File: config.mk
export PLATFORM = sky130hd
export DESIGN_NAME = timer3_reload_capture
export DESIGN_NICKNAME = d
export VERILOG_FILES = /design/src/logic/timer3_pkg.sv /design/src/logic/sys_tick_divider.sv /design/src/logic/ext_osc_ticker.sv /design/src/logic/timer3_reload_capture.sv
export SDC_FILE = /design/constraint.sdc
export NUM_CORES = 1
export LEC_CHECK = 0
export BUFFER_PORTS_ARGS = -buffer_cell sky130_fd_sc_hd__buf_2
export CAP_MARGIN = 20
export CELL_PAD_IN_SITES_DETAIL_PLACEMENT = 0
export CELL_PAD_IN_SITES_GLOBAL_PLACEMENT = 2
export CORE_MARGIN = 5
export CORE_UTILIZATION = 24
export DETAILED_ROUTE_END_ITERATION = 10
export HOLD_SLACK_MARGIN = 0.05
export PLACE_DENSITY_LB_ADDON = 0.1
export SLEW_MARGIN = 20
export SYNTH_ARGS = -nofsm -noshare
export SYNTH_HDL_FRONTEND = slang
export SYNTH_HIERARCHICAL = 1
export SYNTH_SLANG_ARGS = --single-unit
File: constraint.sdc
create_clock -name i_sys_clk -period 2.25 [get_ports i_sys_clk]
set_input_delay 0.1125 -clock i_sys_clk [delete_from_list [all_inputs] [get_ports i_sys_clk]]
set_output_delay 0.1125 -clock i_sys_clk [all_outputs]
set_load 0.1 [all_outputs]
File: src/logic/timer3_pkg.sv
package timer3_pkg;

  // ----------------------------------------
  // Register addresses
  // ----------------------------------------
  localparam logic [7:0] ADDR_CONTROL = 8'h91;
  localparam logic [7:0] ADDR_RELOAD_LOW = 8'h92;
  localparam logic [7:0] ADDR_RELOAD_HIGH = 8'h93;
  localparam logic [7:0] ADDR_COUNT_LOW = 8'h94;
  localparam logic [7:0] ADDR_COUNT_HIGH = 8'h95;

  // ----------------------------------------
  // Control register fields
  // ----------------------------------------
  localparam int BIT_HIGH_FLAG = 7;
  localparam int BIT_LOW_FLAG = 6;
  localparam int BIT_LOW_IRQ_EN = 5;
  localparam int BIT_CAPTURE_EN = 4;
  localparam int BIT_SPLIT = 3;
  localparam int BIT_RUN = 2;
  localparam int BIT_UNUSED = 1;
  localparam int BIT_EXT_CLK = 0;

  // ----------------------------------------
  // Reset values and limits
  // ----------------------------------------
  localparam logic [7:0] RST_CONTROL = 8'h00;
  localparam logic [7:0] RST_RELOAD = 8'h00;
  localparam logic [7:0] RST_COUNT = 8'h00;
  localparam logic [7:0] BYTE_MAX = 8'hFF;
  localparam logic [15:0] WORD_MAX = 16'hFFFF;
  localparam logic [15:0] WORD_ONE = 16'h0001;
  localparam logic [7:0] BYTE_ONE = 8'h01;

  // ----------------------------------------
  // Clock source dividers
  // ----------------------------------------
  localparam int SYS_DIVIDE = 12;
  localparam int EXT_DIVIDE = 8;

endpackage : timer3_pkg

File: src/logic/sys_tick_divider.sv
`timescale 1ns/10ps
// Emits a one-cycle tick once every DIVIDE system clocks.
module sys_tick_divider
  import timer3_pkg::*;
#(
  parameter int DIVIDE = SYS_DIVIDE
) (
  // Clock and reset
  input wire logic i_sys_clk,
  input wire logic i_rst,
  // Tick
  output logic o_tick
);

  localparam int CW = $clog2(DIVIDE);
  localparam logic [CW-1:0] LAST = CW'(DIVIDE - 1);

  typedef struct packed {
    logic [CW-1:0] count;
    logic tick;
  } div_state_t;

  div_state_t r;
  div_state_t n;

  always_comb begin
    n = r;
    n.tick = (r.count == LAST);
    if (r.count == LAST) begin
      n.count = '0;
    end else begin
      n.count = r.count + CW'(1);
    end
  end

  always_ff @(posedge i_sys_clk) begin
    if (i_rst) begin
      r <= '0;
    end else begin
      r <= n;
    end
  end

  assign o_tick = r.tick;

endmodule : sys_tick_divider

File: src/logic/ext_osc_ticker.sv
`timescale 1ns/10ps
// Synchronises the oscillator pin, divides it by DIVIDE and reports
// the rising and falling edges of the divided clock as pulses.
module ext_osc_ticker
  import timer3_pkg::*;
#(
  parameter int DIVIDE = EXT_DIVIDE
) (
  // Clock and reset
  input wire logic i_sys_clk,
  input wire logic i_rst,
  // Oscillator pin
  input wire logic i_ext_osc,
  // Events
  output logic o_rise,
  output logic o_fall
);

  localparam int CW = $clog2(DIVIDE);

  typedef struct packed {
    logic meta;
    logic sync;
    logic prev;
    logic [CW-1:0] count;
    logic rise;
    logic fall;
  } osc_state_t;

  osc_state_t r;
  osc_state_t n;

  // The oscillator must stay below a quarter of the system clock so
  // that no edge is missed after synchronisation.
  always_comb begin
    n = r;
    n.meta = i_ext_osc;
    n.sync = r.meta;
    n.prev = r.sync;
    n.rise = 1'b0;
    n.fall = 1'b0;
    if (r.sync && !r.prev) begin
      n.count = r.count + CW'(1);
      n.rise = (r.count == CW'(DIVIDE / 2 - 1));
      n.fall = (r.count == CW'(DIVIDE - 1));
    end
  end

  always_ff @(posedge i_sys_clk) begin
    if (i_rst) begin
      r <= '0;
    end else begin
      r <= n;
    end
  end

  assign o_rise = r.rise;
  assign o_fall = r.fall;

endmodule : ext_osc_ticker

File: src/logic/timer3_reload_capture.sv
`timescale 1ns/10ps
module timer3_reload_capture
  import timer3_pkg::*;
(
  // Clock and reset
  input wire logic i_sys_clk,
  input wire logic i_rst,
  // Special function register port
  input wire logic [7:0] i_sfr_addr,
  input wire logic i_sfr_wr,
  input wire logic [7:0] i_sfr_wdata,
  output logic [7:0] o_sfr_rdata,
  // Shared clock control bits and interrupt enable
  input wire logic i_high_byte_clock_select,
  input wire logic i_low_byte_clock_select,
  input wire logic i_timer_irq_enable,
  // External oscillator pin
  input wire logic i_ext_osc,
  // Interrupt request
  output logic o_timer_irq
);

  // ----------------------------------------
  // State
  // ----------------------------------------
  typedef struct packed {
    logic high_overflow_flag;
    logic low_overflow_flag;
    logic low_overflow_irq_enable;
    logic capture_mode_enable;
    logic split_mode_enable;
    logic run_control;
    logic external_clock_select;
    logic [7:0] reload_low;
    logic [7:0] reload_high;
    logic [7:0] count_low;
    logic [7:0] count_high;
    logic [7:0] rdata;
    logic irq;
  } tmr_state_t;

  tmr_state_t r;
  tmr_state_t n;

  logic div12_tick;
  logic ext_tick;
  logic capture_event;
  logic src_tick;
  logic tick_low;
  logic tick_high;
  logic set_high;
  logic set_low;
  logic [15:0] count_word;
  logic [15:0] count_inc;
  logic wr_control;
  logic wr_count_low;
  logic wr_count_high;
  logic wr_reload_low;
  logic wr_reload_high;
  logic [7:0] control_view;

  // ----------------------------------------
  // Clock sources
  // ----------------------------------------
  sys_tick_divider #(
    .DIVIDE(SYS_DIVIDE)
  ) u_div12 (
    .i_sys_clk(i_sys_clk),
    .i_rst(i_rst),
    .o_tick(div12_tick)
  );

  ext_osc_ticker #(
    .DIVIDE(EXT_DIVIDE)
  ) u_ext (
    .i_sys_clk(i_sys_clk),
    .i_rst(i_rst),
    .i_ext_osc(i_ext_osc),
    .o_rise(ext_tick),
    .o_fall(capture_event)
  );

  assign src_tick = r.external_clock_select ? ext_tick : div12_tick;
  assign tick_low = i_low_byte_clock_select | src_tick;
  assign tick_high = i_high_byte_clock_select | src_tick;

  assign count_word = {r.count_high, r.count_low};
  assign count_inc = count_word + WORD_ONE;

  assign wr_control = i_sfr_wr && (i_sfr_addr == ADDR_CONTROL);
  assign wr_reload_low = i_sfr_wr && (i_sfr_addr == ADDR_RELOAD_LOW);
  assign wr_reload_high = i_sfr_wr && (i_sfr_addr == ADDR_RELOAD_HIGH);
  assign wr_count_low = i_sfr_wr && (i_sfr_addr == ADDR_COUNT_LOW);
  assign wr_count_high = i_sfr_wr && (i_sfr_addr == ADDR_COUNT_HIGH);

  assign control_view = {r.high_overflow_flag, r.low_overflow_flag,
                         r.low_overflow_irq_enable, r.capture_mode_enable,
                         r.split_mode_enable, r.run_control, 1'b0,
                         r.external_clock_select};

  // ----------------------------------------
  // Next state
  // ----------------------------------------
  always_comb begin
    n = r;
    set_high = 1'b0;
    set_low = 1'b0;
    if (r.split_mode_enable) begin
      if (tick_low) begin
        if (r.count_low == BYTE_MAX) begin
          n.count_low = r.reload_low;
          set_low = 1'b1;
        end else begin
          n.count_low = r.count_low + BYTE_ONE;
        end
      end
      if (r.run_control && tick_high) begin
        if (r.count_high == BYTE_MAX) begin
          n.count_high = r.reload_high;
          set_high = 1'b1;
        end else begin
          n.count_high = r.count_high + BYTE_ONE;
        end
      end
    end else if (r.run_control && tick_low) begin
      {n.count_high, n.count_low} = count_inc;
      set_low = (r.count_low == BYTE_MAX);
      if (count_word == WORD_MAX) begin
        // Capture mode keeps the captured reload intact, so it wraps.
        if (!r.capture_mode_enable) begin
          {n.count_high, n.count_low} = {r.reload_high, r.reload_low};
          set_high = 1'b1;
        end
      end
    end

    if (wr_count_low) begin
      n.count_low = i_sfr_wdata;
    end
    if (wr_count_high) begin
      n.count_high = i_sfr_wdata;
    end
    if (wr_reload_low) begin
      n.reload_low = i_sfr_wdata;
    end
    if (wr_reload_high) begin
      n.reload_high = i_sfr_wdata;
    end

    if (r.capture_mode_enable && capture_event) begin
      n.reload_high = r.count_high;
      n.reload_low = r.count_low;
      set_high = 1'b1;
    end

    if (wr_control) begin
      n.low_overflow_irq_enable = i_sfr_wdata[BIT_LOW_IRQ_EN];
      n.capture_mode_enable = i_sfr_wdata[BIT_CAPTURE_EN];
      n.split_mode_enable = i_sfr_wdata[BIT_SPLIT];
      n.run_control = i_sfr_wdata[BIT_RUN];
      n.external_clock_select = i_sfr_wdata[BIT_EXT_CLK];
      n.high_overflow_flag = i_sfr_wdata[BIT_HIGH_FLAG] | set_high;
      n.low_overflow_flag = i_sfr_wdata[BIT_LOW_FLAG] | set_low;
    end else begin
      n.high_overflow_flag = r.high_overflow_flag | set_high;
      n.low_overflow_flag = r.low_overflow_flag | set_low;
    end

    unique case (i_sfr_addr)
      ADDR_CONTROL: n.rdata = control_view;
      ADDR_RELOAD_LOW: n.rdata = r.reload_low;
      ADDR_RELOAD_HIGH: n.rdata = r.reload_high;
      ADDR_COUNT_LOW: n.rdata = r.count_low;
      ADDR_COUNT_HIGH: n.rdata = r.count_high;
      default: n.rdata = 8'h00;
    endcase

    n.irq = i_timer_irq_enable &&
            (r.high_overflow_flag ||
             (r.low_overflow_irq_enable && r.low_overflow_flag));
  end

  always_ff @(posedge i_sys_clk) begin
    if (i_rst) begin
      r <= '0;
    end else begin
      r <= n;
    end
  end

  assign o_sfr_rdata = r.rdata;
  assign o_timer_irq = r.irq;

  logic no_count_wr;
  assign no_count_wr = !wr_count_low && !wr_count_high;
endmodule : timer3_reload_capture

==> results.json, run 1 <==
{
  "outcome": "completed",
  "drive_above_1_share_pct": 20.5,
  "crit_family": "simple AND/OR/NAND/NOR gates",
  "numClockSinks": 61,
  "worst-setup-path-type": "reg -> reg",
  "fin_skew_ns": 0.0106,
  "ant_nets": 0,
  "p_per_area_nw_per_um2": 613,
  "period_minus_slack_ns": 2.03,
  "async_flop_share_pct": 0,
  "insertion_delay_ns": 0.35,
  "critPathCaptureType": "flip-flop",
  "syn_nets": 458,
  "diodes": 0,
  "max-vdd-ir-drop_v": 0.000325,
  "place.gp.congestion": 0.806,
  "dp_hpwl_um": 10700,
  "cts_resized": 0,
  "synthToLayoutAreaGrowth_pct": 19.6,
  "synth_edf_count": 0,
  "slowest_delay_ns": 0.54,
  "io_pins": 32,
  "grt.overflow.total": 0,
  "vias": 3600,
  "yosysSeqAreaShare_pct": 33.6,
  "avgSynthCellArea_um2": 8.46,
  "syn_inst": 429,
  "portBuffers": 31,
  "initialDrtViolationCount": 416,
  "drtPass1Iterations": 5,
  "wl_per_cell_um": 22.1,
  "layout.cells.non_filler": 657,
  "cts_setup_buffers": 0,
  "grt_pass1_vias": 3507,
  "start_util_pct": 24.2,
  "cp_max_fo": 10,
  "antenna_found_initial": 0,
  "routed_wirelength_um": 14500,
  "htreeDepth": 3,
  "grtUsageTotal_pct": 16.7,
  "numCtsBuffers": 9,
  "ys_types": 74,
  "grt_pass1_wl_um": 22300,
  "root_buffer": "clkbuf_16",
  "final_nets": 493,
  "grt_max_degree": 34,
  "vias_per_cell": 5.48,
  "maxSlewHeadroom_pct": 58.5,
  "drc": 0,
  "cap_violations": 0,
  "startpoint_type": "flip-flop",
  "die_width_um": 133,
  "core_um2": 15000,
  "hold_class": "in -> reg",
  "cts-hold-fix-buffers": 2,
  "synth_top_area_share_pct": 33.6,
  "whs_ns": 0.117,
  "slew_violations": 0,
  "cts_tree": "yes",
  "syn_area_um2": 3630,
  "rsz0062_at_grt": "false",
  "arrival_ns": 2.29,
  "yosysWarnings": 6,
  "final-setup-viol-count": 0,
  "final_util_pct": 28.9,
  "synth_top_cell_by_area": "dfxtp_1",
  "setup_tns_ns": 0,
  "crit_slowest_cell": "dfxtp_1",
  "total_power_mw": 2.66,
  "leakage_nw": 1.61,
  "synth_area_leaders": "dfxtp_1, nand3_1, a311oi_1",
  "required_ns": 2.51,
  "synth_most_common_cell": "dfxtp_1",
  "synthTopCellsByCount": "dfxtp_1, nand2_1, nor2_1",
  "dp_cells": 639,
  "final_hold_viol_count": 0,
  "die_height_um": 133,
  "std_cell_rows": 45,
  "synth_flop_cell": "dfxtp_1",
  "path_cells": "and4_4 > nand3_1 > nor3_1 > a21boi_0 > a211oi_1",
  "cts_buffer_depth": 2,
  "worst_pin_slew_ns": 0.618,
  "clk_pin_slew_ns": 0.06,
  "fmax_ghz": 0.492,
  "ys_ff_latch": 61,
  "fin_crit_sh_pct": 90.3,
  "dieArea_um2": 17700,
  "critPathBufInv": 0
}
==> where the power goes <==
group | switching (mW) | total [mW] | internal [mW]
sequential | 0.00716 | 1.10 | 1.09
combinational | 0.0793 | 0.122 | 0.0429
clock | 0.555 | 1.44 | 0.890
total | 0.641 | 2.66 | 2.02
==> logic make-up (layout without fill, tap and decap cells) <==
group           count (synthesis)  after routing  share of synthesized area [%]
fa+ha+maj                       6              6                           2.07
compound gates                113            113                           23.1
buf+inv                        48             88                           7.34
flops                          61             61                           33.6
simple gates                  178            178                           27.8
xor+xnor                       11             11                           2.65
mux                            12             12                           3.41
==> through the flow <==
step	instance area, um^2	worst slack [ns]
4_1_cts	4340	0.202
5_1_grt	4340	0.0650
2_1_floorplan	3630	0.263
6_report	4340	0.219
3_3_place_gp	4020	0.208
3_5_place_dp	4020	0.217
==> per-layer routing <==
layer  routed length, um  vias to the layer above  GRT usage, %
met4                 380                        0          6.18
met5                   0                        -             0
met2                6210                      117          24.2
met1                7310                     1749          24.0
met3                 650                       28          3.99
li1                    -                     1706             -
==> registers in the layout, indices dropped and copies added, names as in the netlist <==
| name | flops |
|---|---|
| count_word | 16 |
| u_ext/o_fall | 1 |
| o_timer_irq | 1 |
| u_ext/r | 4 |
| control_view | 7 |
| r | 16 |
| u_ext/n | 2 |
| o_sfr_rdata | 8 |
| u_ext/o_rise | 1 |
| u_div12/o_tick | 1 |
| u_div12/r | 4 |
==> cell type report <==
class | instances | area, um^2
Fill cell | 1613 | 10700
Multi-Input combinational cell | 320 | 2140
Tap cell | 188 | 235
Timing Repair Buffer | 65 | 415
Clock buffer | 11 | 243
Clock inverter | 5 | 58.8
Inverter | 7 | 26.3
Sequential cell | 61 | 1220
==> final timing paths <==
check | startpoint | cells past startpoint | slack [ns] | to
max | count_word[3] | 5 | 0.22 | count_word[14]
max reg2reg | count_word[3] | 5 | 0.22 | count_word[14]
min | i_sfr_wdata[1] | 3 | 0.12 | count_word[1]
min reg2reg | u_ext/n[6] | 1 | 0.44 | u_ext/n[5]
==> worst min-delay path, delay by kind of cell <==
kind	cells	cell delay [ns]
and+or+nand+nor	1	0.07
AOI/OAI and AO/OA	1	0.07
buffers and inverters	1	0.15
==> cell usage in the layout (no fill, tap or decap), types with 10 or more instances in the layout <==
cell type  count
nor3_1        14
a21oi_1       19
o21ai_0       10
buf_4         32
a311oi_1      17
nor2_1        36
buf_2         31
nand2_1       38
dfxtp_1       61
nand3_1       30
Note: power is estimated with default switching activity, not from simulation.
==> run 2: changes to the inputs <==
--- a/config.mk
+++ b/config.mk
@@ -5,11 +5,12 @@
 export SDC_FILE = /design/constraint.sdc
 export NUM_CORES = 1
 export LEC_CHECK = 0
+export ABC_AREA = 1
 export BUFFER_PORTS_ARGS = -buffer_cell sky130_fd_sc_hd__buf_2
 export CAP_MARGIN = 20
 export CELL_PAD_IN_SITES_DETAIL_PLACEMENT = 0
 export CELL_PAD_IN_SITES_GLOBAL_PLACEMENT = 2
-export CORE_MARGIN = 5
+export CORE_MARGIN = 4
 export CORE_UTILIZATION = 24
 export DETAILED_ROUTE_END_ITERATION = 10
 export HOLD_SLACK_MARGIN = 0.05
==> run 2 against run 1 <==
Net effect:
- via count up 7.1%
- sequential share of layout area down 1.1 points
- cell count up 25%
- sequential power about the same
==> results.json, run 2 <==
{
  "routed_wirelength_um": 15300,
  "hold_start": "i_sfr_wdata[3]",
  "p_per_area_nw_per_um2": 587,
  "synth_most_common_cell": "nand2_1",
  "final-setup-viol-count": 0,
  "final_cell_mix": "nand2_1, nor2_1, inv_1",
  "dp_hpwl_um": 12200,
  "place.gp.congestion": 0.884,
  "layout_commonest_cell": "nand2_1",
  "syn_nets": 599,
  "grt_max_degree": 23,
  "total_power_mw": 2.65,
  "hold_class": "in -> reg",
  "final_hold_viol_count": 0,
  "diodes": 0,
  "cts_resized": 0,
  "synthToLayoutAreaGrowth_pct": 17.2,
  "fmax_ghz": 0.534,
  "path_cells": "ha_1 > nand2_2 > nor2_4 > nand3_4 > a21oi_4 > inv_4 > nand2_1 > nand3_1 > o211ai_1 > inv_1",
  "htreeDepth": 3,
  "clk_pin_slew_ns": 0.06,
  "whs_path_depth": 3,
  "critPathCaptureType": "flip-flop",
  "grt_pass1_vias": 3780,
  "drtPass1Iterations": 5,
  "start_util_pct": 24.3,
  "grt_pass1_wl_um": 23400,
  "root_buffer": "clkbuf_16",
  "min_to": "control_view[3]",
  "grt.overflow.total": 0,
  "synth_edf_count": 0,
  "numClockSinks": 61,
  "cap_violations": 0,
  "die_height_um": 135,
  "rsz0062_at_grt": "false",
  "crit_slowest_cell": "dfxtp_1",
  "cp_max_fo": 8,
  "outcome": "completed",
  "period_minus_slack_ns": 1.87,
  "wl_per_cell_um": 18.6,
  "drive_above_1_share_pct": 17.8,
  "cts_buffer_depth": 2,
  "critPathBufInv": 2,
  "synth_area_leaders": "dfxtp_1, nand2_1, nor2_1",
  "yosysWarnings": 6,
  "async_flop_share_pct": 0,
  "insertion_delay_ns": 0.34,
  "synth_top_area_share_pct": 31.7,
  "syn_inst": 570,
  "maxSlewHeadroom_pct": 62.8,
  "cts_tree": "yes",
  "rrSetupSlack_ns": 0.38,
  "synth_flop_cell": "dfxtp_1",
  "r2r-end": "count_word[1]",
  "core_um2": 15800,
  "synth_top_cell_by_area": "dfxtp_1",
  "portBuffers": 31,
  "io_pins": 32,
  "initialDrtViolationCount": 225,
  "dieArea_um2": 18100,
  "crit_family": "simple AND/OR/NAND/NOR gates",
  "slew_violations": 0,
  "arrival_ns": 2.11,
  "ys_types": 42,
  "required_ns": 2.48,
  "final_nets": 632,
  "finalInstanceArea_um2": 4520,
  "synthTopCellsByCount": "nand2_1, nor2_1, inv_1",
  "r2r-start": "count_word[8]",
  "fin_skew_ns": 0.00475,
  "leakage_nw": 1.80,
  "ys_ff_latch": 61,
  "drc": 0,
  "setup_tns_ns": 0,
  "numCtsBuffers": 9,
  "grtUsageTotal_pct": 17.5,
  "fin_crit_sh_pct": 83.3,
  "std_cell_rows": 46,
  "vias_per_cell": 4.68,
  "die_width_um": 135,
  "vias": 3856,
  "slowest_delay_ns": 0.45,
  "antenna_found_initial": 0,
  "placed_cell_area_um2": 4210,
  "worst_pin_slew_ns": 0.556,
  "cts_setup_buffers": 0,
  "syn_area_um2": 3850,
  "avgSynthCellArea_um2": 6.76,
  "yosysSeqAreaShare_pct": 31.7,
  "worst-setup-path-type": "reg -> reg",
  "ant_nets": 0,
  "max-vdd-ir-drop_v": 0.000328,
  "startpoint_type": "flip-flop",
  "reg2regPathDepth": 10
}
==> run 2: cell types whose count changed after synthesis, sizes merged, moves of 13 or more <==
cell,before,now
a311oi,17,0
buf,24,11
nor2,36,92
inv,6,87
o21ai,12,52
nand2,40,105
a21oi,19,57
==> run 2: metrics by stage <==
stage | worst slack (ns) | hold slack [ns] | instances | util, %
final | 0.377 | 0.0883 | 824 | 28.5
after global routing | 0.163 | 0.109 | 824 | 28.5
after CTS | 0.388 | 0.0729 | 824 | 28.5
after detailed placement | 0.403 | 0.330 | 806 | 26.6
after global placement | 0.399 | 0.313 | 806 | 26.6
after floorplan | 0.644 | 0.184 | 570 | -
==> run 2: worst min-delay path, cell delays in order <==
cell     delay, ns
buf_2         0.09
o21ai_0       0.08
a21oi_1       0.11
==> run 2: cells by family after synthesis <==
family	after synthesis	synth area share (%)
buf+inv	107	12.3
xor+xnor	10	2.27
fa+ha+maj	6	1.95
simple gates	253	31.8
compound gates	133	20.0
flops	61	31.7
==> run 2: cell type report <==
type	count	area [um^2]
tap	216	270
fill	1803	11300
clock inverter	6	63.8
timing repair buffer	41	235
multi-input combinational	402	2160
sequential	61	1220
clock buffer	10	229
inverter	88	340
==> run 2: routing by layer <==
metal / wire length [um] / vias to the layer above / global-route usage (%) / share of wire [%]
met5: 0 / - / 0 / 0
met4: 211 / 0 / 4.36 / 1.4
met3: 742 / 13 / 4.62 / 4.8
met2: 7220 / 96 / 27.7 / 47
met1: 7130 / 1818 / 23.6 / 47
li1: - / 1929 / - / -
==> run 2: power by group <==
| group | leakage, nW | internal, mW | switching (mW) |
|---|---|---|---|
| clock | 0.138 | 0.855 | 0.553 |
| combinational | 1.17 | 0.0434 | 0.0975 |
| sequential | 0.493 | 1.09 | 0.00977 |
==> run 2: how the worst max path moves through the flow <==
stage,from,to,slack (ns),depth (start not counted)
finish,count_word[8],count_word[1],0.38,10
global route,count_word[8],count_word[15],0.16,10
CTS,count_word[8],count_word[1],0.39,10
detailed placement,count_word[8],count_word[1],0.40,10
global placement,count_word[8],count_word[15],0.40,10
floorplan,count_word[8],count_word[1],0.64,10
==> run 2: repair_timing <==
action                                 4_1_cts  5_1_grt
hold buffers                                 2        0
setup endpoints to repair                    0        0
endpoints found under the hold margin        2        0
